===== src/rtl/lie_params.svh =====
/*
 Register offsets, field positions and reset values of the low event register block.
 Assumes inclusion by bare name from the package only; the design modules use its macros without including it.
*/
`ifndef LIE_PARAMS_SVH
`define LIE_PARAMS_SVH

// ---------------------------------------------------------------
// Register byte offsets
// ---------------------------------------------------------------
`define LIE_OFS_EVENT_SET 8'h80
`define LIE_OFS_EVENT_CLR 8'h84
`define LIE_OFS_MASK_SET 8'h88
`define LIE_OFS_MASK_CLR 8'h8c
`define LIE_OFS_ITX_EV_SET 8'h90
`define LIE_OFS_ITX_EV_CLR 8'h94
`define LIE_OFS_ITX_MSK_SET 8'h98
`define LIE_OFS_ITX_MSK_CLR 8'h9c
`define LIE_OFS_IRX_EV_SET 8'ha0
`define LIE_OFS_IRX_EV_CLR 8'ha4
`define LIE_OFS_IRX_MSK_SET 8'ha8
`define LIE_OFS_IRX_MSK_CLR 8'hac

// ---------------------------------------------------------------
// Event bit positions
// ---------------------------------------------------------------
`define LIE_BIT_PHY_REQ 19
`define LIE_BIT_ACCESS_FAIL 18
`define LIE_BIT_BUS_RESET 17
`define LIE_BIT_SELF_ID 16
`define LIE_BIT_SELF_ID2 15
`define LIE_BIT_LOCK_ERR 9
`define LIE_BIT_POSTED_ERR 8
`define LIE_BIT_ISO_RX 7
`define LIE_BIT_ISO_TX 6
`define LIE_BIT_RESP_PKT 5
`define LIE_BIT_REQ_PKT 4
`define LIE_BIT_RX_RESP_DMA 3
`define LIE_BIT_RX_REQ_DMA 2
`define LIE_BIT_TX_RESP_DMA 1
`define LIE_BIT_TX_REQ_DMA 0
// Highest bit of the low half of the event register.
`define LIE_LOW_TOP 19
`define LIE_BIT_MASTER_EN 31

// Latched (sticky) event bits of the low half: 19..15, 9, 8, 5..0.
`define LIE_STICKY_MASK 32'h000f_833f
// Bits of the low half that exist in the mask register, plus bit 31.
`define LIE_MASK_MASK 32'h800f_83ff
`define LIE_RESET_VALUE 32'h0000_0000
`define LIE_UNMAPPED_READ 32'h0000_0000

`endif


===== src/rtl/lie_pkg.sv =====
/*
 Types shared by the low event register block.
 Assumes the constants header is on the include path.
*/
package lie_pkg;
	`include "lie_params.svh"

	// Kind of bus access decoded for one register pair.
	typedef enum logic [1:0] {
		LIE_ACC_NONE,
		LIE_ACC_SET,
		LIE_ACC_CLR
	} lie_access_t;
endpackage


===== src/rtl/lie_setclr_reg.sv =====
/*
 One set/clear register of configurable width with a hardware set input.
 Assumes a single clock domain with synchronous active-high reset.
*/
`timescale 1ns/10ps
module lie_setclr_reg
	import lie_pkg::*;
#(
	parameter int WIDTH = 32,
	parameter logic [31:0] KEEP = 32'hffff_ffff
) (
	input wire logic clk,
	input wire logic sys_rst,
	input wire logic clk_en,
	input wire lie_access_t access,
	input wire logic [WIDTH-1:0] wdata,
	input wire logic [WIDTH-1:0] hw_set,
	input wire logic [WIDTH-1:0] hw_clr,
	output logic [WIDTH-1:0] value
);
	// ---------------------------------------------------------------
	// Storage
	// ---------------------------------------------------------------

	// Per bit: hardware set beats every clear, then hardware clear, then software set and clear.
	genvar i;
	generate
		for (i = 0; i < WIDTH; i++) begin : g_bit
			if (KEEP[i]) begin : g_kept
				always_ff @(posedge clk) begin
					if (sys_rst) begin
						value[i] <= 1'b0;
					end else if (clk_en) begin
						if (hw_set[i]) begin
							value[i] <= 1'b1;
						end else if (hw_clr[i]) begin
							value[i] <= 1'b0;
						end else if (access == LIE_ACC_SET && wdata[i]) begin
							value[i] <= 1'b1;
						end else if (access == LIE_ACC_CLR && wdata[i]) begin
							value[i] <= 1'b0;
						end
					end
				end
			end else begin : g_zero
				// Unimplemented bits are held at zero by a flop of their own, so
				// every bit of the vector has exactly one procedural driver.
				always_ff @(posedge clk) begin
					value[i] <= 1'b0;
				end
			end
		end
	endgenerate
endmodule


===== src/rtl/lie_event_low.sv =====
/*
 Lower half (bits 19..0) of the link interrupt event register with its mask,
 the isochronous transmit and receive event and mask registers, and the
 external interrupt output.
 Assumes event inputs are one-cycle pulses from logic on clk, except the
 PHY request, which comes from the PHY clock domain and is synchronised here.
*/
//
// How it works
// [RL1] PHY status-transfer interrupt request sets bit 19.
// [RL2] Failed PHY register access for missing link clock sets bit 18 immediately.
// [RL3] PHY entering bus reset sets bit 17.
// [RL4] End of self-identification stream reception sets bit 16.
// [RL5] Bit 16 clears in the same cycle that bit 17 sets.
// [RL6] Bit 15 sets with bit 16 and ignores bus reset.
// [RL7] Bits 14 to 10 always read as zero.
// [RL8] Lock response not answered with complete acknowledge sets bit 9.
// [RL9] Host bus error on posted write to memory sets bit 8.
// [RL10] Bit 7 is the unlatched OR of enabled isochronous receive events.
// [RL11] Bit 6 is the unlatched OR of enabled isochronous transmit events.
// [RL12] Response packet stored with status written back sets bit 5.
// [RL13] Request packet stored with status written back sets bit 4.
// [RL14] Receive response context descriptor completion may set bit 3.
// [RL15] Receive request context descriptor completion may set bit 2.
// [RL16] Response transmit context command completion may set bit 1.
// [RL17] Request transmit context command completion may set bit 0.
// [RL18] Writes to set/clear addresses set/clear bits; both addresses read contents.
// [RL19] Interrupt asserts only with master enable and some unmasked set event.
// [RL20] Latched event bits stay set until software clears them, except bit 16, which bus reset clears.
// [RL21] DMA completion bits set only when the descriptor requests an interrupt.
`timescale 1ns/10ps
module lie_event_low
	import lie_pkg::*;
#(
	parameter int ISO_TX_CONTEXTS = 32,
	parameter int ISO_RX_CONTEXTS = 32
) (
	input wire logic clk,
	input wire logic sys_rst,
	input wire logic clk_en,
	input wire logic [7:0] reg_addr,
	input wire logic [31:0] reg_wdata,
	input wire logic reg_write,
	input wire logic reg_read,
	output logic [31:0] reg_rdata,
	input wire logic phy_status_request,
	input wire logic phy_access_failed,
	input wire logic bus_reset_seen,
	input wire logic self_ident_done,
	input wire logic lock_response_error,
	input wire logic posted_write_error,
	input wire logic response_packet_stored,
	input wire logic request_packet_stored,
	input wire logic async_rx_response_dma,
	input wire logic async_rx_request_dma,
	input wire logic async_tx_response_dma,
	input wire logic async_tx_request_dma,
	input wire logic [3:0] dma_irq_requested,
	input wire logic [ISO_TX_CONTEXTS-1:0] iso_tx_done,
	input wire logic [ISO_RX_CONTEXTS-1:0] iso_rx_done,
	output logic interrupt_out,
	output logic [19:0] events_low
);
	// ---------------------------------------------------------------
	// Input synchroniser for the PHY request
	// ---------------------------------------------------------------
	logic phy_req_meta;
	logic phy_req_sync;
	logic phy_req_prev;

	// Two flops bring the PHY-domain request level into clk.
	always_ff @(posedge clk) begin
		if (sys_rst) begin
			phy_req_meta <= 1'b0;
			phy_req_sync <= 1'b0;
		end else if (clk_en) begin
			phy_req_meta <= phy_status_request;
			phy_req_sync <= phy_req_meta;
		end
	end

	// Keeps the previous synchronised level for rising-edge detection.
	always_ff @(posedge clk) begin
		if (sys_rst) begin
			phy_req_prev <= 1'b0;
		end else if (clk_en) begin
			phy_req_prev <= phy_req_sync;
		end
	end

	// ---------------------------------------------------------------
	// Address decode
	// ---------------------------------------------------------------
	lie_access_t acc_event;
	lie_access_t acc_mask;
	lie_access_t acc_itx_ev;
	lie_access_t acc_itx_msk;
	lie_access_t acc_irx_ev;
	lie_access_t acc_irx_msk;

	// Turns a write strobe at a set or clear address into an access kind.
	function automatic lie_access_t decode(input logic [7:0] set_ofs,
			input logic [7:0] clr_ofs, input logic wr, input logic [7:0] addr);
		lie_access_t kind;
		kind = LIE_ACC_NONE;
		if (wr && addr == set_ofs) begin
			kind = LIE_ACC_SET;
		end else if (wr && addr == clr_ofs) begin
			kind = LIE_ACC_CLR;
		end
		return kind;
	endfunction

	// One decoded access per register pair.
	always_comb begin
		acc_event = decode(`LIE_OFS_EVENT_SET, `LIE_OFS_EVENT_CLR, reg_write, reg_addr); // RL18
		acc_mask = decode(`LIE_OFS_MASK_SET, `LIE_OFS_MASK_CLR, reg_write, reg_addr);
		acc_itx_ev = decode(`LIE_OFS_ITX_EV_SET, `LIE_OFS_ITX_EV_CLR, reg_write, reg_addr);
		acc_itx_msk = decode(`LIE_OFS_ITX_MSK_SET, `LIE_OFS_ITX_MSK_CLR, reg_write, reg_addr);
		acc_irx_ev = decode(`LIE_OFS_IRX_EV_SET, `LIE_OFS_IRX_EV_CLR, reg_write, reg_addr);
		acc_irx_msk = decode(`LIE_OFS_IRX_MSK_SET, `LIE_OFS_IRX_MSK_CLR, reg_write, reg_addr);
	end

	// ---------------------------------------------------------------
	// Hardware event sources
	// ---------------------------------------------------------------
	logic [31:0] ev_set;
	logic [31:0] ev_clr;
	logic [31:0] event_q;
	logic [31:0] mask_q;

	// Maps each source onto its event bit; self-ID clear rides on bus reset.
	always_comb begin
		ev_set = 32'h0000_0000;
		ev_clr = 32'h0000_0000;
		ev_set[`LIE_BIT_PHY_REQ] = phy_req_sync & ~phy_req_prev; // RL1
		ev_set[`LIE_BIT_ACCESS_FAIL] = phy_access_failed; // RL2
		ev_set[`LIE_BIT_BUS_RESET] = bus_reset_seen; // RL3
		ev_set[`LIE_BIT_SELF_ID] = self_ident_done; // RL4
		ev_set[`LIE_BIT_SELF_ID2] = self_ident_done; // RL6
		ev_set[`LIE_BIT_LOCK_ERR] = lock_response_error; // RL8
		ev_set[`LIE_BIT_POSTED_ERR] = posted_write_error; // RL9
		ev_set[`LIE_BIT_RESP_PKT] = response_packet_stored; // RL12
		ev_set[`LIE_BIT_REQ_PKT] = request_packet_stored; // RL13
		// A DMA completion only counts when its descriptor asked for an interrupt.
		// The qualifier bit shares its index with the event bit it gates.
		ev_set[`LIE_BIT_RX_RESP_DMA] = async_rx_response_dma &
			dma_irq_requested[`LIE_BIT_RX_RESP_DMA]; // RL14 RL21
		ev_set[`LIE_BIT_RX_REQ_DMA] = async_rx_request_dma &
			dma_irq_requested[`LIE_BIT_RX_REQ_DMA]; // RL15 RL21
		ev_set[`LIE_BIT_TX_RESP_DMA] = async_tx_response_dma &
			dma_irq_requested[`LIE_BIT_TX_RESP_DMA]; // RL16 RL21
		ev_set[`LIE_BIT_TX_REQ_DMA] = async_tx_request_dma &
			dma_irq_requested[`LIE_BIT_TX_REQ_DMA]; // RL17 RL21
		// A self-ID done in the same cycle as a bus reset loses bit 16 to the reset; bit 15 still sets.
		if (bus_reset_seen) begin
			ev_set[`LIE_BIT_SELF_ID] = 1'b0;
			ev_clr[`LIE_BIT_SELF_ID] = 1'b1; // RL5
		end
	end

	// ---------------------------------------------------------------
	// Event, mask and isochronous registers
	// ---------------------------------------------------------------
	logic [ISO_TX_CONTEXTS-1:0] itx_ev_q;
	logic [ISO_TX_CONTEXTS-1:0] itx_msk_q;
	logic [ISO_RX_CONTEXTS-1:0] irx_ev_q;
	logic [ISO_RX_CONTEXTS-1:0] irx_msk_q;

	// Sticky event bits; reserved and summary bits stay zero here.
	lie_setclr_reg #(.WIDTH(32), .KEEP(`LIE_STICKY_MASK)) u_event (
		.clk(clk),
		.sys_rst(sys_rst),
		.clk_en(clk_en),
		.access(acc_event),
		.wdata(reg_wdata),
		.hw_set(ev_set),
		.hw_clr(ev_clr),
		.value(event_q)
	); // RL20 RL7

	// Mask register for the low half plus the master enable.
	lie_setclr_reg #(.WIDTH(32), .KEEP(`LIE_MASK_MASK)) u_mask (
		.clk(clk),
		.sys_rst(sys_rst),
		.clk_en(clk_en),
		.access(acc_mask),
		.wdata(reg_wdata),
		.hw_set(32'h0000_0000),
		.hw_clr(32'h0000_0000),
		.value(mask_q)
	);

	// Isochronous transmit context events.
	lie_setclr_reg #(.WIDTH(ISO_TX_CONTEXTS)) u_itx_ev (
		.clk(clk),
		.sys_rst(sys_rst),
		.clk_en(clk_en),
		.access(acc_itx_ev),
		.wdata(reg_wdata[ISO_TX_CONTEXTS-1:0]),
		.hw_set(iso_tx_done),
		.hw_clr({ISO_TX_CONTEXTS{1'b0}}),
		.value(itx_ev_q)
	);

	// Isochronous transmit context mask.
	lie_setclr_reg #(.WIDTH(ISO_TX_CONTEXTS)) u_itx_msk (
		.clk(clk),
		.sys_rst(sys_rst),
		.clk_en(clk_en),
		.access(acc_itx_msk),
		.wdata(reg_wdata[ISO_TX_CONTEXTS-1:0]),
		.hw_set({ISO_TX_CONTEXTS{1'b0}}),
		.hw_clr({ISO_TX_CONTEXTS{1'b0}}),
		.value(itx_msk_q)
	);

	// Isochronous receive context events.
	lie_setclr_reg #(.WIDTH(ISO_RX_CONTEXTS)) u_irx_ev (
		.clk(clk),
		.sys_rst(sys_rst),
		.clk_en(clk_en),
		.access(acc_irx_ev),
		.wdata(reg_wdata[ISO_RX_CONTEXTS-1:0]),
		.hw_set(iso_rx_done),
		.hw_clr({ISO_RX_CONTEXTS{1'b0}}),
		.value(irx_ev_q)
	);

	// Isochronous receive context mask.
	lie_setclr_reg #(.WIDTH(ISO_RX_CONTEXTS)) u_irx_msk (
		.clk(clk),
		.sys_rst(sys_rst),
		.clk_en(clk_en),
		.access(acc_irx_msk),
		.wdata(reg_wdata[ISO_RX_CONTEXTS-1:0]),
		.hw_set({ISO_RX_CONTEXTS{1'b0}}),
		.hw_clr({ISO_RX_CONTEXTS{1'b0}}),
		.value(irx_msk_q)
	);

	// ---------------------------------------------------------------
	// Event view with unlatched summaries
	// ---------------------------------------------------------------
	logic [31:0] event_view;

	// Summary bits follow the isochronous registers without latching.
	always_comb begin
		event_view = event_q;
		event_view[`LIE_BIT_ISO_RX] = |(irx_ev_q & irx_msk_q); // RL10
		event_view[`LIE_BIT_ISO_TX] = |(itx_ev_q & itx_msk_q); // RL11
	end

	// ---------------------------------------------------------------
	// Read port
	// ---------------------------------------------------------------
	logic [31:0] next_rdata;

	// Both addresses of a pair read the same contents; others read zero.
	always_comb begin
		case (reg_addr)
			`LIE_OFS_EVENT_SET, `LIE_OFS_EVENT_CLR: next_rdata = event_view; // RL18 RL7
			`LIE_OFS_MASK_SET, `LIE_OFS_MASK_CLR: next_rdata = mask_q;
			`LIE_OFS_ITX_EV_SET, `LIE_OFS_ITX_EV_CLR: next_rdata = 32'(itx_ev_q);
			`LIE_OFS_ITX_MSK_SET, `LIE_OFS_ITX_MSK_CLR: next_rdata = 32'(itx_msk_q);
			`LIE_OFS_IRX_EV_SET, `LIE_OFS_IRX_EV_CLR: next_rdata = 32'(irx_ev_q);
			`LIE_OFS_IRX_MSK_SET, `LIE_OFS_IRX_MSK_CLR: next_rdata = 32'(irx_msk_q);
			default: next_rdata = `LIE_UNMAPPED_READ;
		endcase
	end

	// Read data stands only in the cycle after the read strobe.
	always_ff @(posedge clk) begin
		if (sys_rst) begin
			reg_rdata <= `LIE_RESET_VALUE;
		end else if (clk_en) begin
			reg_rdata <= reg_read ? next_rdata : `LIE_RESET_VALUE;
		end
	end

	// ---------------------------------------------------------------
	// Interrupt output and event export
	// ---------------------------------------------------------------
	logic [`LIE_LOW_TOP:0] pending;
	logic master_enable;

	// Events that are both set and enabled; the upper half is combined elsewhere.
	// The master enable is kept apart so software can mute the pin without
	// losing the individual enables.
	always_comb begin
		pending = event_view[`LIE_LOW_TOP:0] & mask_q[`LIE_LOW_TOP:0];
		master_enable = mask_q[`LIE_BIT_MASTER_EN];
	end

	// Registered so the interrupt pin is glitch free.
	// The pin therefore trails the event bit by one cycle.
	always_ff @(posedge clk) begin
		if (sys_rst) begin
			interrupt_out <= 1'b0;
		end else if (clk_en) begin
			interrupt_out <= master_enable & (|pending); // RL19
		end
	end

	// Registered copy of the low event bits for the upper-half logic.
	// It moves in step with the interrupt pin, so both show the same view.
	always_ff @(posedge clk) begin
		if (sys_rst) begin
			events_low <= 20'h0_0000;
		end else if (clk_en) begin
			events_low <= event_view[`LIE_LOW_TOP:0];
		end
	end
endmodule


===== config.mk =====
export PLATFORM = sky130hd
export DESIGN_NAME = lie_event_low
export DESIGN_NICKNAME = d
export VERILOG_FILES = /design/src/rtl/lie_pkg.sv /design/src/rtl/lie_setclr_reg.sv /design/src/rtl/lie_event_low.sv
export VERILOG_INCLUDE_DIRS = /design/src /design/src/rtl
export SDC_FILE = /design/constraint.sdc
export NUM_CORES = 1
export LEC_CHECK = 0
export BUFFER_PORTS_ARGS = -buffer_cell sky130_fd_sc_hd__buf_2
export CAP_MARGIN = 25
export CORE_ASPECT_RATIO = 1.25
export CORE_MARGIN = 2
export CORE_UTILIZATION = 60
export CTS_BUF_LIST = sky130_fd_sc_hd__clkbuf_2
export DETAILED_ROUTE_END_ITERATION = 6
export GPL_TIMING_DRIVEN = 0
export PLACE_DENSITY = 0.85
export RECOVER_POWER = 50
export SLEW_MARGIN = 20
export SYNTH_ARGS = -nofsm -noshare
export SYNTH_HDL_FRONTEND = slang
export SYNTH_SLANG_ARGS = --single-unit

===== constraint.sdc =====
create_clock -name clk -period 5.1 [get_ports clk]
set_clock_uncertainty 0.15 [all_clocks]
set_input_delay 0.765 -clock clk [delete_from_list [all_inputs] [get_ports clk]]
set_output_delay 0.765 -clock clk [all_outputs]
set_load 0.05 [all_outputs]

# After elaboration in Yosys (flattened, before gate mapping)
# Index checks and enable logic that the tools add are counted.
[classes] bitwise=10 mux=408 n_reduce_logical=649 n_eq_ne=24
[ops] op="$mux 1" n=394
[ops] op="$logic_and 1x1->1" n=326
[ops] op="$reduce_and 2->1" n=157
[ops] op="$reduce_bool 3->1" n=76
[ops] op="$pmux 32 s6" n=1
[ops] op="$reduce_bool 2->1" n=80
[ops] op="$eq 8x8->1 const B" n=12
[ops] op="$and 32x32->32" n=2
[ops] op="$reduce_or 32->1" n=2
[ops] op="$mux 32" n=1
[ops] op="$mux 2" n=12
[ops] op="$and 20x20->20" n=1
[ops] op="$reduce_or 20->1" n=1
[ops] op="$eq 2x1->1 const B" n=6
[ops] op="$eq 2x2->1 const B" n=6
[ops] op="$reduce_or 2->1" n=6
[ops] op="$and 1x1->1" n=6
[ops] op="$reduce_bool 4->1" n=1
[ops] op="$not 1->1" n=1
[word_totals] regBits=208

# Longest topological paths before layout
# Gate-level depths: netlist of run 1.
[logic_depth] word_depth=10 ltp_mapped=7

# By module
# From an unflattened synthesis of run 1, not the netlist that was laid out.
[hier_totals] cells_unflattened=1517 area_unflattened_um2=12922.4
[modules_own_cells] module="lie_setclr_reg (u_irx_ev ...)" seq_area_each_um2=640.6 area_per_inst_um2=1790.5 n_inst=4 cells_each=213
[modules_own_cells] module="lie_event_low" seq_area_each_um2=1121.1 area_per_inst_um2=3881.2 n_inst=1 cells_each=434
[modules_own_cells] module="lie_setclr_reg (u_mask)" seq_area_each_um2=320.3 area_per_inst_um2=1019.7 n_inst=1 cells_each=124
[modules_own_cells] module="lie_setclr_reg (u_event)" seq_area_each_um2=260.2 area_per_inst_um2=859.6 n_inst=1 cells_each=107

# Least setup slack after synthesis of run 1
# OpenSTA, ideal clock, no wires.
[synth_path] path_kind="input to register" from="input port reg_addr[3]" to="register reg_rdata[15]" arrival_time_ns=2.123 stages=6 slack_ns=2.710 required_time_ns=4.833 cell_sequence="buf_2 -> clkbuf_1 -> mux2_2 -> a22oi_1 -> nand3_1 -> a22o_1"
[synth_via] elab_chain_len=4 word_cells_on_any_way=20 classes_between="12 x eq/ne; 2 x mux; 6 x reduce/logical"
[synth_lines] item="start: declaration" line="lie_event_low.sv:41" rtl="input wire logic [7:0] reg_addr,"
[synth_lines] item="$eq 8x8->1" line="lie_event_low.sv:261" rtl="case (reg_addr)"
[synth_lines] item="$reduce_or 2->1" line="lie_event_low.sv:261"
[synth_lines] item="$pmux 32 s6 (*)" line="lie_event_low.sv:261"
[synth_lines] item="$mux 32 (no line) (*)"
[synth_lines] item="end signal: assignment" line="lie_event_low.sv:275" rtl="reg_rdata <= `LIE_RESET_VALUE;"
[synth_lines] item="end signal: assignment" line="lie_event_low.sv:277" rtl="reg_rdata <= reg_read ? next_rdata : `LIE_RESET_VALUE;"
[synth_lines] item="end: declaration" line="lie_event_low.sv:45" rtl="output logic [31:0] reg_rdata,"
# Every way passes the cells marked *; elsewhere a longest branch is shown, timed or not.
# A chain may end at the register's enable or synchronous reset.

# Worst setup path in the final report of run 1
[layout_path] from="input port reg_addr[3]" to="register u_itx_ev.value[20]"
[layout_via] elab_chain_len=8 word_cells_on_any_way=14 classes_between="4 x eq/ne; 4 x mux; 6 x reduce/logical"
[layout_lines] item="$eq 8x8->1" line="lie_event_low.sv:108" rtl="end else if (wr && addr == clr_ofs) begin"
[layout_lines] item="$logic_and 1x1->1" line="lie_event_low.sv:108"
[layout_lines] item="$mux 2" line="lie_event_low.sv:108"
[layout_lines] item="$mux 2 (*)" line="lie_event_low.sv:106" rtl="if (wr && addr == set_ofs) begin"
[layout_lines] item="$eq 2x2->1 or $eq 2x1->1 (tied branches)" line="lie_setclr_reg.sv:40, lie_setclr_reg.sv:38"
[layout_lines] item="$logic_and 1x1->1 (on tied branches)" line="lie_setclr_reg.sv:40, lie_setclr_reg.sv:38"
[layout_lines] item="$reduce_bool 3->1 (no line) or $mux 1 (tied branches)"
[layout_lines] item="$reduce_and 2->1 (no line) or $mux 1 (tied branches)"
[layout_lines] item="end signal: indexed assignment" line="lie_setclr_reg.sv:37" rtl="value[i] <= 1'b0;"
[layout_lines] item="end signal: indexed assignment" line="lie_setclr_reg.sv:39" rtl="value[i] <= 1'b1;"
[layout_lines] item="end signal: indexed assignment" line="lie_setclr_reg.sv:41" rtl="value[i] <= 1'b0;"
[layout_lines] item="end: declaration" line="lie_setclr_reg.sv:19" rtl="output logic [WIDTH-1:0] value"
# Marked as above.

==> results_dict.tcl, run 1 <==
set metrics [dict create \
    tightest_slew_ps 1560 \
    rows 51 \
    routedWlPerCell_um 27.6 \
    power.share.combinational_pct 11.3 \
    drive_above_1_share_pct 21.3 \
    chipHeight_um 146 \
    hp-start "iso_tx_done[22]" \
    clk_pin_slew_ps 110 \
    crit_path_start_kind "input pin" \
    drv_cap 1 \
    relSlewSlack_pct -4.81 \
    slowest_delay_ps 1350 \
    nets 1516 \
    timing.hold.ws_ps -16.5 \
    antenna_found_initial 1 \
    layout_commonest_cell "dfxtp_1" \
    wirelength_mm 45.0 \
    io_buffers 155 \
    dr.pass1.iters 7 \
    final_cell_mix "dfxtp_1, a21oi_1, buf_2, nand3_1, o21ai_0" \
    synth_area_leaders "dfxtp_1, a21oi_1, nand3_1, o21ai_0, a22oi_1" \
    grt_usage_pct 50.9 \
    ys_seq_area_share_pct 43.1 \
    peakVddDrop_mv 0.223 \
    p_int_mw 2.13 \
    num_vias 11700 \
    violations "DRC, hold timing, capacitance limit, slew limit" \
    nFillCells 1313 \
    switching_share_pct 31.8 \
    crit_chain "clkbuf_1 -> clkbuf_1 -> nor4_1 -> clkbuf_1 -> nand2_1 -> nand3_1 -> o21ai_0" \
    critPathBufInv 3 \
    clock_sinks 208 \
    htreeDepth 2 \
    final_hold_viol_count 7 \
    clockRootBuffer "clkbuf_2" \
    finalCritPeriodShare_pct 61.4 \
    netSwitchingPower_mw 0.994 \
    critical_path.max_fanout 10 \
    grt_max_degree 14 \
    rsz0062_at_grt "no" \
    path_class "input pin to flop" \
    ff_latch_area_mm2 0.00416 \
    setup_viol 0 \
    fmax_ghz 0.319 \
    syn_area_per_cell_um2 8.28 \
    critPathTopFamily "simple AND/OR/NAND/NOR gates" \
    synth-edff-count 0 \
    core_region_area_mm2 0.0157 \
    hold_path_depth 3 \
    drt_iter0_drc 2293 \
    end_kind "flop" \
    synth_top_area_share_pct 43.1 \
    async_reset_ff_share_pct 0 \
    grt_pass1_vias 11200 \
    dieArea_mm2 0.0171 \
    cts_tree "built" \
    vias_per_cell 7.20 \
    startpoint "reg_addr[3]" \
    clk_path_buf_depth 3 \
    power.density_mw_per_mm2 280 \
    clkPwrFrac_pct 33.4 \
    ys_ff_latch 208 \
    clk-insertion-delay-late_ps 890 \
    drc 41 \
    ctsResizeCount 0 \
    overflow 0 \
    ff2ff_setup_slack_ps 2310 \
    area_growth_pct 15.5 \
    slew_violations 6 \
    cp.arrival_ps 3690 \
    dp_hpwl_mm 31.8 \
    p_leak_nw 4.35 \
    gp_congestion 1.07 \
    multiInputGateArea_mm2 0.00499 \
    layout_min_cycle_time_ps 3130 \
    synth_cell_types 50 \
    ant_nets 0 \
    yosys_warnings 0 \
    finalSetupTns_ps 0 \
    io_pins 178 \
    r2r_cells 6 \
    pwr-share-seq_pct 55.4 \
    r2r_end "interrupt_out$_SDFFE_PP0P_" \
    reg2reg_from "u_irx_ev.value[22]$_SDFFE_PP0P_" \
    syn_inst 1168 \
    min_path_type "input pin to flop" \
    holdPathEnd "u_itx_ev.value[22]$_SDFFE_PP0P_" \
    ys.flop_type "dfxtp_1" \
    postCtsSetupBuffers 0 \
    cts_hold_buf 10 \
    slowest_stage "nor4_1" \
    grt_pass1_wl_mm 66.2 \
    yosys.area.top_type "dfxtp_1" \
    die_w_um 118 \
    worst-endpoint-required_ps 5660 \
    netlist_area_mm2 0.00967 \
    status "finished with violations" \
    numCtsBuffers 50 \
    start_util_pct 61.6 \
    crit_top_cell "clkbuf_1" \
]
[cells by family after synthesis]
family,share of synthesized area (%)
other,0.0388
buffers and inverters,5.03
AND/OR/NAND/NOR,17.2
AO/OA/AOI/OAI,31.4
multiplexers,3.30
flip-flops,43.1
[registers in the layout (all words and copies together) (netlist names), 13 cells and up]
name             cells
events_low          15
u_irx_ev.value      32
u_itx_ev.value      32
u_event.value       13
u_irx_msk.value     32
u_mask.value        16
u_itx_msk.value     32
reg_rdata           32
[worst min-delay path, delay by kind of cell]
kind	cells	cell delay, ps
AO/OA/AOI/OAI	2	140
buffers and inverters	1	80
[worst max-delay path by stage]
stage | to | cells after the start | slack (ps)
after floorplan | reg_rdata[15]$_SDFFE_PP0P_ | 6 | 2710
after global placement | reg_rdata[19]$_SDFFE_PP0P_ | 5 | 1900
after detailed placement | reg_rdata[25]$_SDFFE_PP0P_ | 5 | 1880
after CTS | interrupt_out$_SDFFE_PP0P_ | 6 | 2510
after global routing | u_itx_ev.value[14]$_SDFFE_PP0P_ | 7 | 2010
final | u_itx_ev.value[20]$_SDFFE_PP0P_ | 7 | 1970
[per-layer routing]
metal | wire length, µm | vias up | GRT usage [%]
met1 | 14600 | 5366 | 57.1
met4 | 4880 | 0 | 44.5
li1 | - | 4856 | -
met2 | 19500 | 1143 | 77.9
met3 | 6080 | 375 | 15.9
met5 | 0 | - | 0
[cell usage after synthesis (2+ instances only)]
master     count
a211oi_1       7
a21oi_1      184
a221o_1        2
a221oi_1       3
a222oi_1      17
a22o_1        30
a22oi_1       66
a31oi_1        5
buf_1          6
buf_2         20
buf_4          7
clkbuf_1      78
dfxtp_1      208
inv_1          4
mux2_2        15
mux2i_1       15
nand2_1      123
nand2b_1       3
nand3_1      133
nand4_1       10
nand4bb_2      3
nor2_1        37
nor3_1         5
nor3_4         3
nor4_1         2
nor4_4         2
o21ai_0      124
o221a_2       33
or4b_4         2
[power groups by stage]
stage	clock network (mW)	registers, mW	logic, mW
floorplan	0	1.75	0.168
global placement	0	1.76	0.319
detailed placement	0	1.76	0.328
CTS	1.02	1.72	0.336
global route	1.10	1.73	0.365
finish	1.04	1.73	0.353
[layout make-up]
class	count	share of cell area, %
diodes	1	0.0224
clock buffers	66	2.96
repair buffers	167	7.89
plain buffers	111	4.06
flip-flops and latches	208	37.3
clock inverters	12	0.460
well taps	212	2.38
multi-input cells	848	44.8
inverters	5	0.168
[stage by stage]
step	area [µm²]	cells	setup WS, ps	utilization [%]	power (mW)
floorplan	9680	1172	2710	-	1.92
global placement	10700	1539	1900	68.3	2.08
detailed placement	10700	1540	1880	68.3	2.09
CTS	11200	1628	2510	71.4	3.08
global route	11200	1630	2010	71.1	3.20
finish	11200	1630	1970	71.1	3.12
Note: power is estimated with default switching activity, not from simulation.
==> run 2, diff against run 1 <==
--- a/config.mk
+++ b/config.mk
@@ -6,15 +6,16 @@
 export SDC_FILE = /design/constraint.sdc
 export NUM_CORES = 1
 export LEC_CHECK = 0
+export ABC_AREA = 1
 export BUFFER_PORTS_ARGS = -buffer_cell sky130_fd_sc_hd__buf_2
 export CAP_MARGIN = 25
 export CORE_ASPECT_RATIO = 1.25
 export CORE_MARGIN = 2
-export CORE_UTILIZATION = 60
+export CORE_UTILIZATION = 58
 export CTS_BUF_LIST = sky130_fd_sc_hd__clkbuf_2
 export DETAILED_ROUTE_END_ITERATION = 6
 export GPL_TIMING_DRIVEN = 0
-export PLACE_DENSITY = 0.85
+export PLACE_DENSITY = 0.82
 export RECOVER_POWER = 50
 export SLEW_MARGIN = 20
 export SYNTH_ARGS = -nofsm -noshare
==> constraint.sdc (replaced) <==
create_clock -name clk -period 3.1 [get_ports clk]
set_clock_uncertainty 0.15 [all_clocks]
set_input_delay 0.465 -clock clk [delete_from_list [all_inputs] [get_ports clk]]
set_output_delay 0.465 -clock clk [all_outputs]
set_load 0.05 [all_outputs]
==> results_dict.tcl, run 2 <==
set metrics [dict create \
    cp.depth 7 \
    fmax_ghz 0.329 \
    clk_path_buf_depth 3 \
    syn_inst 1564 \
    netlist_area_mm2 0.0103 \
    critical_path.max_fanout 10 \
    relSlewSlack_pct 23.6 \
    ant_nets 0 \
    clk_pin_slew_ps 110 \
    syn_area_per_cell_um2 6.57 \
    min_path_type "input pin to flop" \
    layout_min_cycle_time_ps 3040 \
    slowest_stage "clkbuf_1" \
    drc 15 \
    routedWlPerCell_um 23.5 \
    placed_area_mm2 0.0114 \
    crit_top_cell "clkbuf_1" \
    peakVddDrop_mv 0.277 \
    area_growth_pct 28.1 \
    synth-xor-area-share_pct 0 \
    finalCritPeriodShare_pct 98.1 \
    clockRootBuffer "clkbuf_2" \
    synth_cell_types 25 \
    end_kind "flop" \
    hold_path_depth 4 \
    htreeDepth 2 \
    drv_cap 0 \
    yosysMostFrequentCell "nand2_1" \
    synth_common_cells "nand2_1, dfxtp_1, o21ai_0, a21oi_1, a31oi_1" \
    slew_violations 0 \
    final_hold_viol_count 0 \
    io_pins 178 \
    ys_ff_latch 208 \
    chipHeight_um 153 \
    die_w_um 123 \
    antenna_found_initial 2 \
    grt_pass1_vias 13200 \
    clk-insertion-delay-late_ps 880 \
    drive_above_1_share_pct 15.2 \
    rsz0062_at_grt "no" \
    critPathBufInv 5 \
    yosys_warnings 0 \
    synth-simple-area-share_pct 32.7 \
    status "finished with violations" \
    stdcell_count 2178 \
    synth_top_area_share_pct 40.5 \
    wirelength_mm 51.2 \
    cts_hold_buf 141 \
    synth_compound_area_share_pct 19.3 \
    synth_top_family_by_area "simple AND/OR/NAND/NOR gates" \
    crit_chain "dlygate4sd3_1 -> clkbuf_1 -> clkbuf_1 -> clkbuf_1 -> nand3_1 -> a31oi_1 -> dlygate4sd3_1" \
    synth_fa_ha_area_share_pct 0 \
    start_util_pct 59.0 \
    power.density_mw_per_mm2 406 \
    dp_hpwl_mm 32.6 \
    io_buffers 170 \
    core_region_area_mm2 0.0174 \
    num_vias 14000 \
    violations "DRC" \
    path_class "input pin to flop" \
    p_leak_nw 5.81 \
    dieArea_mm2 0.0188 \
    stdcell_area_mm2 0.0132 \
    setup_viol 0 \
    slowest_delay_ps 770 \
    synth_area_leaders "dfxtp_1, nand2_1, o21ai_0, a21oi_1, a31oi_1" \
    layout_commonest_cell "nand2_1" \
    cp.arrival_ps 3650 \
    synth-edff-count 0 \
    ys.flop_type "dfxtp_1" \
    ff2ff_setup_slack_ps 1220 \
    tightest_slew_ps 1150 \
    grt_pass1_wl_mm 75.4 \
    cts_tree "built" \
    async_reset_ff_share_pct 0 \
    critPathTopFamily "buffers and inverters" \
    rows 54 \
    grt_usage_pct 54.1 \
    grt_max_degree 13 \
    crit_path_start_kind "input pin" \
    drt_iter0_drc 2399 \
    worst-endpoint-required_ps 3710 \
    gp_congestion 1.05 \
    vias_per_cell 6.41 \
    numCtsBuffers 51 \
    ys_seq_area_share_pct 40.5 \
    overflow 0 \
    r2r_cells 10 \
    clock_sinks 208 \
    yosys.area.top_type "dfxtp_1" \
    finalSetupTns_ps 0 \
    nFillCells 1375 \
    dpl.cell_count 1962 \
    nets 2057 \
    dr.pass1.iters 7 \
    utilization_pct 75.6 \
    ctsResizeCount 0 \
    muxShareOfSynthArea_pct 0 \
    final_cell_mix "nand2_1, dfxtp_1, buf_2, o21ai_0, dlygate4sd3_1" \
    postCtsSetupBuffers 0 \
]
==> run 2: cell count changes after synthesis, sizes merged, moves of 34 or more <==
cell / change
a21oi: -68
a22oi: -66
nor2: +45
nand4: +50
inv: +60
nand3: -84
o221a: -34
nand2: +496
o21ai: +51
a31oi: +70
==> run 2: per-layer routing <==
metal | global-route usage, % | wire length, µm
met5 | 0 | 11
met4 | 49.1 | 6200
met3 | 20.3 | 7470
met2 | 78.0 | 21100
met1 | 60.7 | 16400
==> run 2: report_power, final <==
| part | switching, mW | total (mW) | internal (mW) | leakage (nW) |
|---|---|---|---|---|
| Clock | 1.15 | 1.75 | 0.601 | 0.305 |
| Combinational | 0.499 | 0.778 | 0.279 | 3.81 |
| Sequential | 0.0619 | 2.82 | 2.75 | 1.70 |
==> run 2: kinds of logic after synthesis <==
logic type	count (synthesis)
DFF	208
and+or+nand+nor	812
other	1
AOI/OAI and AO/OA	371
buffers and inverters	172
==> run 2: worst paths after layout <==
check | to | from
min | u_irx_msk.value[2]$_SDFFE_PP0P_ | reg_wdata[2]
min reg2reg | reg_rdata[8]$_SDFFE_PP0P_ | reg_rdata[8]$_SDFFE_PP0P_
max reg2reg | interrupt_out$_SDFFE_PP0P_ | u_itx_msk.value[22]$_SDFFE_PP0P_
max | u_irx_ev.value[28]$_SDFFE_PP0P_ | reg_write
==> run 2: tightest hold or removal path, stage by stage <==
cell and delay, ps:
buf_2 80, nand2_1 170, o21ai_0 210, a21oi_1 60
==> run 2: final cells by class <==
class                      count  area [µm²]  share of cell area [%]
antenna                        1        2.50                  0.0190
buffer                       106         520                    3.95
clock buffer                  73         365                    2.77
clock inverter                 1        3.75                  0.0285
inverter                      66         248                    1.88
multi-input combinational   1188        5340                    40.5
sequential                   208        4160                    31.6
tap                          224         280                    2.13
timing repair buffer         311        2250                    17.1
==> run 2: through the flow <==
stage / hold WS (ps) / setup WS (ps) / total power [mW]
after floorplan: 283 / 1380 / 3.18
after global placement: 296 / 618 / 3.43
after detailed placement: 300 / 616 / 3.44
after CTS: 5.10 / 395 / 5.21
after global routing: 38.6 / 155 / 5.47
final: 24.1 / 59.9 / 5.35
